==> src/tws_pkg.sv <==
// shared constants for the two-wire slave receiver block
// assumes a 200 MHz system clock and an 8-bit register port
package tws_pkg;

    // timing
    localparam int CLK_PERIOD_NS  = 5;
    localparam int START_HOLD_NS  = 4000;
    localparam int START_HOLD_CYC = (START_HOLD_NS + CLK_PERIOD_NS - 1) / CLK_PERIOD_NS;

    // register port
    localparam int REG_AW = 3;
    localparam int REG_DW = 8;
    localparam logic [2:0] REG_CTRL     = 3'h0;
    localparam logic [2:0] REG_STATUS   = 3'h1;
    localparam logic [2:0] REG_DATA     = 3'h2;
    localparam logic [2:0] REG_OWN_ADDR = 3'h3;
    localparam logic [2:0] REG_IRQ_STAT = 3'h4;
    localparam logic [2:0] REG_IRQ_MASK = 3'h5;

    // control fields
    localparam int CTRL_STEP  = 7;
    localparam int CTRL_ACK   = 6;
    localparam int CTRL_STA   = 5;
    localparam int CTRL_STO   = 4;
    localparam int CTRL_EN    = 2;
    localparam int OWN_GCE    = 0;
    localparam int PRESC_W    = 2;

    // interrupt status bits
    localparam int IRQ_W      = 3;
    localparam int IRQ_STEP   = 0;
    localparam int IRQ_STOP   = 1;
    localparam int IRQ_START  = 2;

    // reset values
    localparam logic [7:0] OWN_ADDR_RST = 8'h00;
    localparam logic [7:0] DATA_RST     = 8'hFF;

    // bus constants
    localparam logic [6:0] GC_ADDR       = 7'h00;
    localparam logic [3:0] BITS_PER_BYTE = 4'h8;

    // status codes, low three bits always zero
    localparam logic [7:0] ST_NONE          = 8'hF8;
    localparam logic [7:0] ST_START_SENT    = 8'h08;
    localparam logic [7:0] ST_OWN_ACK       = 8'h60;
    localparam logic [7:0] ST_ARB_OWN       = 8'h68;
    localparam logic [7:0] ST_GC_ACK        = 8'h70;
    localparam logic [7:0] ST_ARB_GC        = 8'h78;
    localparam logic [7:0] ST_OWN_DATA_ACK  = 8'h80;
    localparam logic [7:0] ST_OWN_DATA_NACK = 8'h88;
    localparam logic [7:0] ST_GC_DATA_ACK   = 8'h90;
    localparam logic [7:0] ST_GC_DATA_NACK  = 8'h98;
    localparam logic [7:0] ST_STOP          = 8'hA0;

    typedef enum logic [2:0] {
        S_IDLE,
        S_ADDR,
        S_AACK,
        S_DATA,
        S_DACK,
        S_HOLD,
        S_GEN
    } tws_state_e;

endpackage

==> src/tws_cond.sv <==
// bus condition detector: clock edges, start and stop
// assumes scl and sda are already synchronised to clk
`timescale 1ns/100ps
`default_nettype none
module tws_cond (
    // clock and reset
    input  wire logic clk,
    input  wire logic rst_n,
    // synced bus lines
    input  wire logic scl,
    input  wire logic sda,
    // one-cycle event pulses
    output logic      scl_rise,
    output logic      scl_fall,
    output logic      start_det,
    output logic      stop_det
);

    logic scl_p_q;
    logic sda_p_q;
    wire  rise_w  = !scl_p_q && scl;
    wire  fall_w  = scl_p_q && !scl;
    // sda moving while scl stays high marks a condition
    wire  start_w = scl_p_q && scl && sda_p_q && !sda;
    wire  stop_w  = scl_p_q && scl && !sda_p_q && sda;

    always_ff @(posedge clk or negedge rst_n) begin
        if (!rst_n) begin
            scl_p_q   <= 1'b1;
            sda_p_q   <= 1'b1;
            scl_rise  <= 1'b0;
            scl_fall  <= 1'b0;
            start_det <= 1'b0;
            stop_det  <= 1'b0;
        end else begin
            scl_p_q   <= scl;
            sda_p_q   <= sda;
            scl_rise  <= rise_w;
            scl_fall  <= fall_w;
            start_det <= start_w;
            stop_det  <= stop_w;
        end
    end

endmodule
`default_nettype wire

==> src/tws_slave_rx.sv <==
// two-wire slave receiver with status codes and step flag handshake
// assumes open-drain pads outside; register port on the same clock
//
// Summary of operation
// - general-call byte acked: report 0x90; next byte acked per ack_enable.
// - general-call byte nacked: report 0x98; after clear go not addressed.
// - stop or restart while addressed: report 0xA0, then go not addressed.
// - after clear with ack_enable zero: ignore own and general-call address.
// - ack_enable one: own address recognised, general call only if enabled.
// - start_request one at clear: queue start, send it once bus is free.
// - own address write: 0x60, then 0x80 per byte, then 0xA0.
// - last own-address byte nacked: report 0x88 instead of 0x80.
// - addressed after lost arbitration: 0x68 own, 0x78 general call.
// - general call: 0x70, then 0x90 or 0x98 per byte, then 0xA0.
// - ack_enable cleared mid-transfer: nack next byte; own address not acked.
// - own address register: bit 0 general-call enable, bits 7:1 address.
// - step flag cleared by writing one; bus clock held low while set.
//
// Added by the designer: the address map and strobed register access.
`timescale 1ns/100ps
`default_nettype none
module tws_slave_rx #(
    parameter int HOLD_CYC = tws_pkg::START_HOLD_CYC
) (
    // clock and reset
    input  wire logic                     clk,
    input  wire logic                     reset_n,
    // register port
    input  wire logic [tws_pkg::REG_AW-1:0] reg_addr,
    input  wire logic [tws_pkg::REG_DW-1:0] reg_wdata,
    input  wire logic                     reg_wr,
    input  wire logic                     reg_rd,
    output logic      [tws_pkg::REG_DW-1:0] reg_rdata,
    // bus pins, open drain
    input  wire logic                     scl_i,
    input  wire logic                     sda_i,
    output logic                          scl_o,
    output logic                          scl_oe,
    output logic                          sda_o,
    output logic                          sda_oe,
    // interrupt
    output logic                          irq
);

    localparam int HW = $clog2(HOLD_CYC + 1);

    if (HOLD_CYC < 1) begin : g_bad_hold
        $error("HOLD_CYC must be at least one");
    end

    ////////////////////////////////////////////////////////////////////////////////
    // reset release

    logic rst_n_q1;
    logic rst_n;

    always_ff @(posedge clk or negedge reset_n) begin
        if (!reset_n) begin
            rst_n_q1 <= 1'b0;
            rst_n    <= 1'b0;
        end else begin
            rst_n_q1 <= 1'b1;
            rst_n    <= rst_n_q1;
        end
    end

    ////////////////////////////////////////////////////////////////////////////////
    // pin synchronisers and condition detector

    logic [1:0] pins_s;
    logic       scl_rise;
    logic       scl_fall;
    logic       start_det;
    logic       stop_det;

    tws_sync #(
        .W    (2)
    ) u_sync (
        .clk  (clk),
        .rst_n(rst_n),
        .din  ({scl_i, sda_i}),
        .dout (pins_s)
    );

    tws_cond u_cond (
        .clk      (clk),
        .rst_n    (rst_n),
        .scl      (pins_s[1]),
        .sda      (pins_s[0]),
        .scl_rise (scl_rise),
        .scl_fall (scl_fall),
        .start_det(start_det),
        .stop_det (stop_det)
    );

    wire sda_s = pins_s[0];

    ////////////////////////////////////////////////////////////////////////////////
    // state

    tws_pkg::tws_state_e state_q;
    tws_pkg::tws_state_e state_d;

    logic [3:0]                 cnt_q;
    logic [3:0]                 cnt_d;
    logic [7:0]                 shift_q;
    logic [7:0]                 shift_d;
    logic                       gc_q;
    logic                       gc_d;
    logic                       arb_q;
    logic                       arb_d;
    logic                       end_q;
    logic                       end_d;
    logic                       sda_oe_q;
    logic                       sda_d;
    logic [HW-1:0]              hold_q;
    logic [HW-1:0]              hold_d;
    logic                       busy_q;
    logic                       start_pend_q;
    logic                       step_q;
    logic [7:0]                 status_q;
    logic [7:0]                 code_d;
    logic                       set_step;
    logic                       load_data;
    logic                       stop_evt;
    logic                       gen_done;

    // software visible
    logic                       ack_en_q;
    logic                       sta_q;
    logic                       sto_q;
    logic                       en_q;
    logic [tws_pkg::PRESC_W-1:0] presc_q;
    logic [7:0]                 data_q;
    logic [7:0]                 own_addr_q;
    logic [tws_pkg::IRQ_W-1:0]  irq_stat_q;
    logic [tws_pkg::IRQ_W-1:0]  irq_mask_q;
    logic                       irq_q;
    logic [7:0]                 rdata_q;

    ////////////////////////////////////////////////////////////////////////////////
    // decode

    function automatic logic hit(input logic [2:0] a, input logic [2:0] r);
        return a == r;
    endfunction

    wire wr_ctrl  = reg_wr && hit(reg_addr, tws_pkg::REG_CTRL);
    wire wr_stat  = reg_wr && hit(reg_addr, tws_pkg::REG_STATUS);
    wire wr_data  = reg_wr && hit(reg_addr, tws_pkg::REG_DATA);
    wire wr_own   = reg_wr && hit(reg_addr, tws_pkg::REG_OWN_ADDR);
    wire wr_istat = reg_wr && hit(reg_addr, tws_pkg::REG_IRQ_STAT);
    wire wr_imask = reg_wr && hit(reg_addr, tws_pkg::REG_IRQ_MASK);

    // a written one clears the flag and goes on
    wire step_clr = wr_ctrl && reg_wdata[tws_pkg::CTRL_STEP];

    // ack_enable zero blocks both own and general-call address matches
    wire hit_own  = ack_en_q && !shift_q[0]
                 && shift_q[7:1] == own_addr_q[7:1];
    wire hit_gc   = ack_en_q && !shift_q[0] && own_addr_q[tws_pkg::OWN_GCE]
                 && shift_q[7:1] == tws_pkg::GC_ADDR;
    wire byte_done = cnt_q == tws_pkg::BITS_PER_BYTE;
    wire hold_end  = hold_q == HW'(HOLD_CYC - 1);
    wire bus_cond  = start_det || stop_det;

    wire [7:0] code_addr = gc_d ? (arb_d ? tws_pkg::ST_ARB_GC : tws_pkg::ST_GC_ACK)
                                : (arb_d ? tws_pkg::ST_ARB_OWN : tws_pkg::ST_OWN_ACK);
    wire [7:0] code_gc   = sda_oe_q ? tws_pkg::ST_GC_DATA_ACK : tws_pkg::ST_GC_DATA_NACK;
    wire [7:0] code_own  = sda_oe_q ? tws_pkg::ST_OWN_DATA_ACK : tws_pkg::ST_OWN_DATA_NACK;

    ////////////////////////////////////////////////////////////////////////////////
    // bus state machine

    always_comb begin
        state_d   = state_q;
        cnt_d     = cnt_q;
        shift_d   = shift_q;
        gc_d      = gc_q;
        arb_d     = arb_q;
        end_d     = end_q;
        sda_d     = sda_oe_q;
        hold_d    = hold_q;
        code_d    = status_q;
        set_step  = 1'b0;
        load_data = 1'b0;
        stop_evt  = 1'b0;
        gen_done  = 1'b0;
        case (state_q)
            tws_pkg::S_IDLE: begin
                sda_d = 1'b0;
                if (start_det) begin
                    state_d = tws_pkg::S_ADDR;
                    cnt_d   = '0;
                end else if (start_pend_q && !busy_q) begin
                    state_d = tws_pkg::S_GEN;
                    hold_d  = '0;
                end
            end
            tws_pkg::S_ADDR: begin
                if (stop_det) begin
                    state_d = tws_pkg::S_IDLE;
                end else if (start_det) begin
                    cnt_d = '0;
                end else if (scl_rise && !byte_done) begin
                    shift_d = {shift_q[6:0], sda_s};
                    cnt_d   = cnt_q + 4'h1;
                end else if (scl_fall && byte_done) begin
                    if (hit_own || hit_gc) begin
                        state_d = tws_pkg::S_AACK;
                        sda_d   = 1'b1;
                        gc_d    = hit_gc && !hit_own;
                        // a queued start that never got the bus lost arbitration
                        arb_d   = start_pend_q;
                    end else begin
                        state_d = tws_pkg::S_IDLE;
                    end
                end
            end
            tws_pkg::S_AACK: begin
                if (scl_fall) begin
                    sda_d    = 1'b0;
                    state_d  = tws_pkg::S_HOLD;
                    end_d    = 1'b0;
                    set_step = 1'b1;
                    code_d   = code_addr;
                end
            end
            tws_pkg::S_DATA: begin
                if (bus_cond) begin
                    state_d  = tws_pkg::S_HOLD;
                    end_d    = 1'b1;
                    set_step = 1'b1;
                    stop_evt = 1'b1;
                    code_d   = tws_pkg::ST_STOP;
                end else if (scl_rise && !byte_done) begin
                    shift_d = {shift_q[6:0], sda_s};
                    cnt_d   = cnt_q + 4'h1;
                end else if (scl_fall && byte_done) begin
                    state_d = tws_pkg::S_DACK;
                    // live bit: clearing it mid-transfer nacks the next byte
                    sda_d   = ack_en_q;
                end
            end
            tws_pkg::S_DACK: begin
                if (scl_fall) begin
                    sda_d     = 1'b0;
                    state_d   = tws_pkg::S_HOLD;
                    load_data = 1'b1;
                    set_step  = 1'b1;
                    end_d     = !sda_oe_q;
                    code_d    = gc_q ? code_gc : code_own;
                end
            end
            tws_pkg::S_HOLD: begin
                if (!step_q) begin
                    cnt_d = '0;
                    if (end_q) begin
                        state_d = tws_pkg::S_IDLE;
                    end else begin
                        state_d = tws_pkg::S_DATA;
                    end
                end
            end
            tws_pkg::S_GEN: begin
                // sda low with scl high; release later reads as a stop
                sda_d  = 1'b1;
                hold_d = hold_q + HW'(1);
                if (hold_end) begin
                    sda_d    = 1'b0;
                    state_d  = tws_pkg::S_HOLD;
                    end_d    = 1'b1;
                    gen_done = 1'b1;
                    set_step = 1'b1;
                    code_d   = tws_pkg::ST_START_SENT;
                end
            end
            default: begin
                state_d = tws_pkg::S_IDLE;
                sda_d   = 1'b0;
            end
        endcase
        if (!en_q) begin
            state_d = tws_pkg::S_IDLE;
            sda_d   = 1'b0;
        end
    end

    always_ff @(posedge clk or negedge rst_n) begin
        if (!rst_n) begin
            state_q  <= tws_pkg::S_IDLE;
            cnt_q    <= '0;
            shift_q  <= '0;
            gc_q     <= 1'b0;
            arb_q    <= 1'b0;
            end_q    <= 1'b0;
            sda_oe_q <= 1'b0;
            hold_q   <= '0;
        end else begin
            state_q  <= state_d;
            cnt_q    <= cnt_d;
            shift_q  <= shift_d;
            gc_q     <= gc_d;
            arb_q    <= arb_d;
            end_q    <= end_d;
            sda_oe_q <= sda_d;
            hold_q   <= hold_d;
        end
    end

    ////////////////////////////////////////////////////////////////////////////////
    // step flag, status and bus tracking

    // set beats a same-cycle clear so no event is lost
    always_ff @(posedge clk or negedge rst_n) begin
        if (!rst_n) begin
            step_q   <= 1'b0;
            status_q <= tws_pkg::ST_NONE;
        end else begin
            step_q   <= set_step || (step_q && !step_clr);
            status_q <= code_d;
        end
    end

    // queued by the clearing write
    wire pend_set = step_clr && step_q && end_q && reg_wdata[tws_pkg::CTRL_STA];

    always_ff @(posedge clk or negedge rst_n) begin
        if (!rst_n) begin
            busy_q       <= 1'b0;
            start_pend_q <= 1'b0;
        end else begin
            busy_q       <= start_det || (busy_q && !stop_det);
            start_pend_q <= en_q && (pend_set || (start_pend_q && !gen_done));
        end
    end

    ////////////////////////////////////////////////////////////////////////////////
    // software registers

    always_ff @(posedge clk or negedge rst_n) begin
        if (!rst_n) begin
            ack_en_q <= 1'b0;
            sta_q    <= 1'b0;
            sto_q    <= 1'b0;
            en_q     <= 1'b0;
        end else if (wr_ctrl) begin
            ack_en_q <= reg_wdata[tws_pkg::CTRL_ACK];
            sta_q    <= reg_wdata[tws_pkg::CTRL_STA];
            // stored only, never acted on
            sto_q    <= reg_wdata[tws_pkg::CTRL_STO];
            en_q     <= reg_wdata[tws_pkg::CTRL_EN];
        end
    end

    // received byte lands on the same clock edge as the flag rises
    always_ff @(posedge clk or negedge rst_n) begin
        if (!rst_n) begin
            data_q <= tws_pkg::DATA_RST;
        end else if (load_data) begin
            data_q <= shift_q;
        end else if (wr_data) begin
            data_q <= reg_wdata;
        end
    end

    always_ff @(posedge clk or negedge rst_n) begin
        if (!rst_n) begin
            own_addr_q <= tws_pkg::OWN_ADDR_RST;
            presc_q    <= '0;
            irq_mask_q <= '0;
        end else begin
            if (wr_own) begin
                own_addr_q <= reg_wdata;
            end
            if (wr_stat) begin
                presc_q <= reg_wdata[tws_pkg::PRESC_W-1:0];
            end
            if (wr_imask) begin
                irq_mask_q <= reg_wdata[tws_pkg::IRQ_W-1:0];
            end
        end
    end

    ////////////////////////////////////////////////////////////////////////////////
    // interrupts

    wire [tws_pkg::IRQ_W-1:0] irq_evt = {gen_done, stop_evt, set_step};
    wire [tws_pkg::IRQ_W-1:0] irq_clr = wr_istat ? reg_wdata[tws_pkg::IRQ_W-1:0] : '0;
    wire [tws_pkg::IRQ_W-1:0] irq_nxt = irq_evt | (irq_stat_q & ~irq_clr);

    always_ff @(posedge clk or negedge rst_n) begin
        if (!rst_n) begin
            irq_stat_q <= '0;
            irq_q      <= 1'b0;
        end else begin
            irq_stat_q <= irq_nxt;
            irq_q      <= |(irq_nxt & irq_mask_q);
        end
    end

    ////////////////////////////////////////////////////////////////////////////////
    // read port

    // software masks the low prescaler bits off
    wire [7:0] rd_status = {status_q[7:3], 1'b0, presc_q};
    wire [7:0] rd_ctrl   = {step_q, ack_en_q, sta_q, sto_q, 1'b0, en_q, 2'b00};
    wire [7:0] rd_val    =
        hit(reg_addr, tws_pkg::REG_CTRL)     ? rd_ctrl :
        hit(reg_addr, tws_pkg::REG_STATUS)   ? rd_status :
        hit(reg_addr, tws_pkg::REG_DATA)     ? data_q :
        hit(reg_addr, tws_pkg::REG_OWN_ADDR) ? own_addr_q :
        hit(reg_addr, tws_pkg::REG_IRQ_STAT) ? {5'h00, irq_stat_q} :
        hit(reg_addr, tws_pkg::REG_IRQ_MASK) ? {5'h00, irq_mask_q} :
        8'h00;

    always_ff @(posedge clk or negedge rst_n) begin
        if (!rst_n) begin
            rdata_q <= 8'h00;
        end else begin
            rdata_q <= reg_rd ? rd_val : 8'h00;
        end
    end

    ////////////////////////////////////////////////////////////////////////////////
    // outputs

    // pads only ever pull low
    logic low_q;

    always_ff @(posedge clk or negedge rst_n) begin
        if (!rst_n) begin
            low_q <= 1'b0;
        end else begin
            low_q <= 1'b0;
        end
    end

    assign reg_rdata = rdata_q;
    assign sda_oe    = sda_oe_q;
    assign sda_o     = low_q;
    // clock stretched while the flag stands
    assign scl_oe    = step_q;
    assign scl_o     = low_q;
    assign irq       = irq_q;

endmodule
`default_nettype wire

==> src/tws_sync.sv <==
// two-flop synchroniser for pin inputs
// assumes inputs are asynchronous to clk
`timescale 1ns/100ps
`default_nettype none
module tws_sync #(
    parameter int W = 2
) (
    // clock and reset
    input  wire logic         clk,
    input  wire logic         rst_n,
    // async in, synced out
    input  wire logic [W-1:0] din,
    output logic      [W-1:0] dout
);

    logic [W-1:0] meta_q;

    if (W < 1) begin : g_bad_width
        $error("tws_sync width must be at least one");
    end

    // pins idle high, so reset to ones
    always_ff @(posedge clk or negedge rst_n) begin
        if (!rst_n) begin
            meta_q <= '1;
            dout   <= '1;
        end else begin
            meta_q <= din;
            dout   <= meta_q;
        end
    end

endmodule
`default_nettype wire

==> config.mk <==
export PLATFORM = sky130hd
export DESIGN_NAME = tws_slave_rx
export DESIGN_NICKNAME = d
export VERILOG_FILES = /design/src/tws_pkg.sv /design/src/tws_cond.sv /design/src/tws_slave_rx.sv /design/src/tws_sync.sv
export SDC_FILE = /design/constraint.sdc
export NUM_CORES = 1
export LEC_CHECK = 0
export BUFFER_PORTS_ARGS = -buffer_cell sky130_fd_sc_hd__buf_2
export CAP_MARGIN = 25
export CORE_AREA = 2 2 82 162
export DETAILED_ROUTE_END_ITERATION = 16
export DIE_AREA = 0 0 84 164
export GPL_ROUTABILITY_DRIVEN = 0
export HOLD_SLACK_MARGIN = 0.15
export SYNTH_ARGS = -nofsm -noshare
export SYNTH_HDL_FRONTEND = slang
export SYNTH_HIERARCHICAL = 1
export SYNTH_SLANG_ARGS = --single-unit
==> constraint.sdc <==
create_clock -name clk -period 5.5 [get_ports clk]
set_input_delay 0.55 -clock clk [delete_from_list [all_inputs] [get_ports clk]]
set_output_delay 0.55 -clock clk [all_outputs]
set_load 0.01 [all_outputs]
==> flow_metrics.env <==
export IMPL_cts_root_buf="clkbuf_16"
export IMPL_netSwitchingPower_uw=725
export IMPL_worst_ep_arrival_time_ns=2.81
export IMPL_worst_clock_skew_ns=0.00557
export IMPL_ys_warn_count=6
export IMPL_dieArea_mm2=0.0138
export IMPL_slew_headroom=0.391
export IMPL_synth_top_family_by_area="simple AND/OR/NAND/NOR gates"
export IMPL_synth_simple_area_share=0.168
export IMPL_track_usage=0.154
export IMPL_hp_class="reg -> async"
export IMPL_timing_rr_start="state_q[2]$_DFFE_PN0P_"
export IMPL_hold_ws_ns=0.229
export IMPL_p_seq_frac=0.475
export IMPL_setup_worst_path_class="reg -> reg"
export IMPL_r2r_slack_ns=2.96
export IMPL_viasPerCell=5.52
export IMPL_hpwlAfterDp_um=7530
export IMPL_reg2reg_to="status_q[6]$_DFFE_PN1P_"
export IMPL_die_h_um=164
export IMPL_ctsHtreeMaxLevel=3
export IMPL_drc=0
export IMPL_cts_clk_slew_worst_paths_ns=0.07
export IMPL_overflow=0
export IMPL_synth_fa_ha_area_frac=0.00872
export IMPL_die_x_um=84
export IMPL_crit_fanout=23
export IMPL_final_cell_count_no_fill=578
export IMPL_layout_drive_gt1_share=0.250
export IMPL_core_area_mm2=0.0126
export IMPL_synthMuxAreaShare=0.123
export IMPL_reg2reg_depth=4
export IMPL_comb_power_share=0.249
export IMPL_ir_drop_mv=0.190
export IMPL_drt_initial_drc_count=167
export IMPL_grt_pass1_wl_um=16500
export IMPL_period_needed_ns=2.54
export IMPL_power_per_cell_area_mw_per_mm2=435
export IMPL_synth_compound_area_frac=0.129
export IMPL_finalSetupViolCount=0
export IMPL_fp_row_count=58
export IMPL_clock_latency_ns=0.34
export IMPL_syn_inst=398
export IMPL_period_share=0.461
export IMPL_status="complete, no violations"
export IMPL_cts_sinks=86
export IMPL_grt_pass1_vias=3253
export IMPL_cts_buffer_depth=2
export IMPL_layout_nets=443
export IMPL_maxCapViolCount=0
export IMPL_p_leak_nw=2.08
export IMPL_timing_fmax_mhz=394
export IMPL_hold_viol_final=0
export IMPL_yosysUniqueCellTypes=61
export IMPL_worstMarginPinSlew_ns=0.911
export IMPL_port_buffers=27
export IMPL_numCtsBuffers=9
export IMPL_ys_seq_elements=86
export IMPL_grt_max_degree=85
export IMPL_wl_per_cell_um=17.6
export IMPL_antenna_found_initial=0
export IMPL_vias=3191
export IMPL_fin_setup_tns_ns=0
export IMPL_ant_nets=0
export IMPL_wl_um=10200
export IMPL_avgSynthCellArea_um2=10.8
export IMPL_synth_async_reset_ratio=1.00
export IMPL_ctsResizeCount=0
export IMPL_pwr_share_clk=0.276
export IMPL_switching_share=0.345
export IMPL_utilization=0.385
export IMPL_synth_xor_area_share=0.0224
export IMPL_drv_slew=0
export IMPL_n_antenna_cell=0
export IMPL_dr_pass1_iters=4
export IMPL_synth_area_mm2=0.00431
export IMPL_cts_tree="yes"
export IMPL_postCtsSetupBuffers=0
export IMPL_dpl_cell_count=560
export IMPL_io_pins=30
export IMPL_rsz0062_at_grt="false"
export IMPL_start_kind="flop"
export IMPL_cp_end_kind="flop"
export IMPL_ys_flop_type="dfrtp_1"
export IMPL_ys_seq_area_frac=0.505
export IMPL_synth_enable_flop_cells=0
export IMPL_power_internal_mw=1.38
export IMPL_area_delta_synth_final_pct=12.1
export IMPL_cts_hold_fix_buffers=1
export IMPL_worstPathRequired_ns=5.77
export IMPL_start_util=0.343
power by group through the flow:
stage	Combinational (mW)	Sequential, mW	Clock (mW)
after floorplan	0.452	0.931	0
after global placement	0.502	0.997	0
after detailed placement	0.520	1.01	0
after CTS	0.522	0.994	0.592
after global routing	0.579	1.02	0.617
final	0.524	0.998	0.580
flip-flops by register name, indices dropped and copies added, names as in the netlist, 3 cells and up:
register	count
hold_q	10
data_q	8
own_addr_q	8
reg_rdata	8
shift_q	8
status_q	5
cnt_q	4
irq_mask_q	3
irq_stat_q	3
state_q	3
final cells by class:
| cell class | count | area (um2) |
|---|---|---|
| clock buffer | 9 | 225 |
| fill | 1257 | 7730 |
| multi-input combinational | 284 | 1960 |
| tap | 150 | 188 |
| sequential | 86 | 2180 |
| timing repair buffer | 30 | 180 |
| clock inverter | 7 | 55.1 |
| inverter | 12 | 45.0 |
synth_stat cells (3+ instances only):
master / count / area, um2
dfrtp_1: 67 / 1680
mux2_2: 31 / 349
nor2_1: 30 / 113
o21ai_0: 25 / 125
nand2_1: 24 / 90.1
a21oi_1: 23 / 115
dfstp_2: 19 / 499
mux2i_1: 16 / 160
inv_1: 12 / 45.0
nand3_1: 11 / 55.1
a21o_1: 9 / 67.6
and2_1: 9 / 56.3
nor3_1: 8 / 40.0
xor2_1: 8 / 70.1
nand2b_1: 7 / 43.8
nor2b_1: 7 / 43.8
o22ai_1: 7 / 43.8
buf_6: 6 / 67.6
nor4_1: 6 / 37.5
clkbuf_1: 4 / 15.0
or4_1: 4 / 30.0
a211oi_1: 3 / 22.5
a31oi_1: 3 / 18.8
and4b_1: 3 / 30.0
buf_2: 3 / 15.0
ha_1: 3 / 37.5
nand3b_1: 3 / 22.5
xnor2_1: 3 / 26.3
worst max path at each step:
| stage | from | to | slack (ns) | cells past startpoint |
|---|---|---|---|---|
| CTS | state_q[2]$_DFFE_PN0P_ | status_q[6]$_DFFE_PN1P_ | 3.00 | 4 |
| global placement | state_q[2]$_DFFE_PN0P_ | status_q[6]$_DFFE_PN1P_ | 3.12 | 4 |
| global route | state_q[2]$_DFFE_PN0P_ | status_q[6]$_DFFE_PN1P_ | 2.79 | 4 |
| floorplan | rst_n$_DFF_PN0_ | ack_en_q$_DFFE_PN0N_ | 2.96 | 0 |
| finish | state_q[2]$_DFFE_PN0P_ | status_q[6]$_DFFE_PN1P_ | 2.96 | 4 |
| detailed placement | state_q[2]$_DFFE_PN0P_ | status_q[6]$_DFFE_PN1P_ | 3.00 | 4 |
kinds of logic (layout without fill, tap and decap cells):
| family | Yosys count | after routing |
|---|---|---|
| adder cells (fa/ha/maj) | 3 | 3 |
| other | 2 | 3 |
| buffers and inverters | 29 | 58 |
| flip-flops | 86 | 86 |
| XOR/XNOR | 11 | 11 |
| AO/OA/AOI/OAI | 89 | 89 |
| AND/OR/NAND/NOR | 130 | 130 |
| multiplexers | 48 | 48 |
critical path, cell delays in order, from the launching register on:
cell and delay, ns:
dfrtp_1 0.79, nand3b_1 0.44, nor4_1 0.55, a211o_2 0.33
mux2_2 0.36
layout by cell type, fill, tap and decap left out, drive strengths merged, types with 11 or more instances in the layout:
master / instances
o21ai: 25
dfstp: 19
nand3: 11
nor2: 30
dfrtp: 67
a21oi: 23
nand2: 24
mux2: 31
inv: 16
mux2i: 16
buf: 29
per-layer routing:
metal,GRT usage,routed length [um]
met4,0.0828,267
met5,0,0
met3,0.0251,286
met1,0.152,3670
met2,0.301,5980
metrics by stage:
step	power (mW)	cell area (um2)	worst slack, ns
final	2.10	4830	2.96
after global routing	2.22	4830	2.79
after CTS	2.11	4800	3.00
after global placement	1.50	4510	3.12
after detailed placement	1.53	4510	3.00
after floorplan	1.38	4310	2.96
Power figures use the tool's default switching activity.
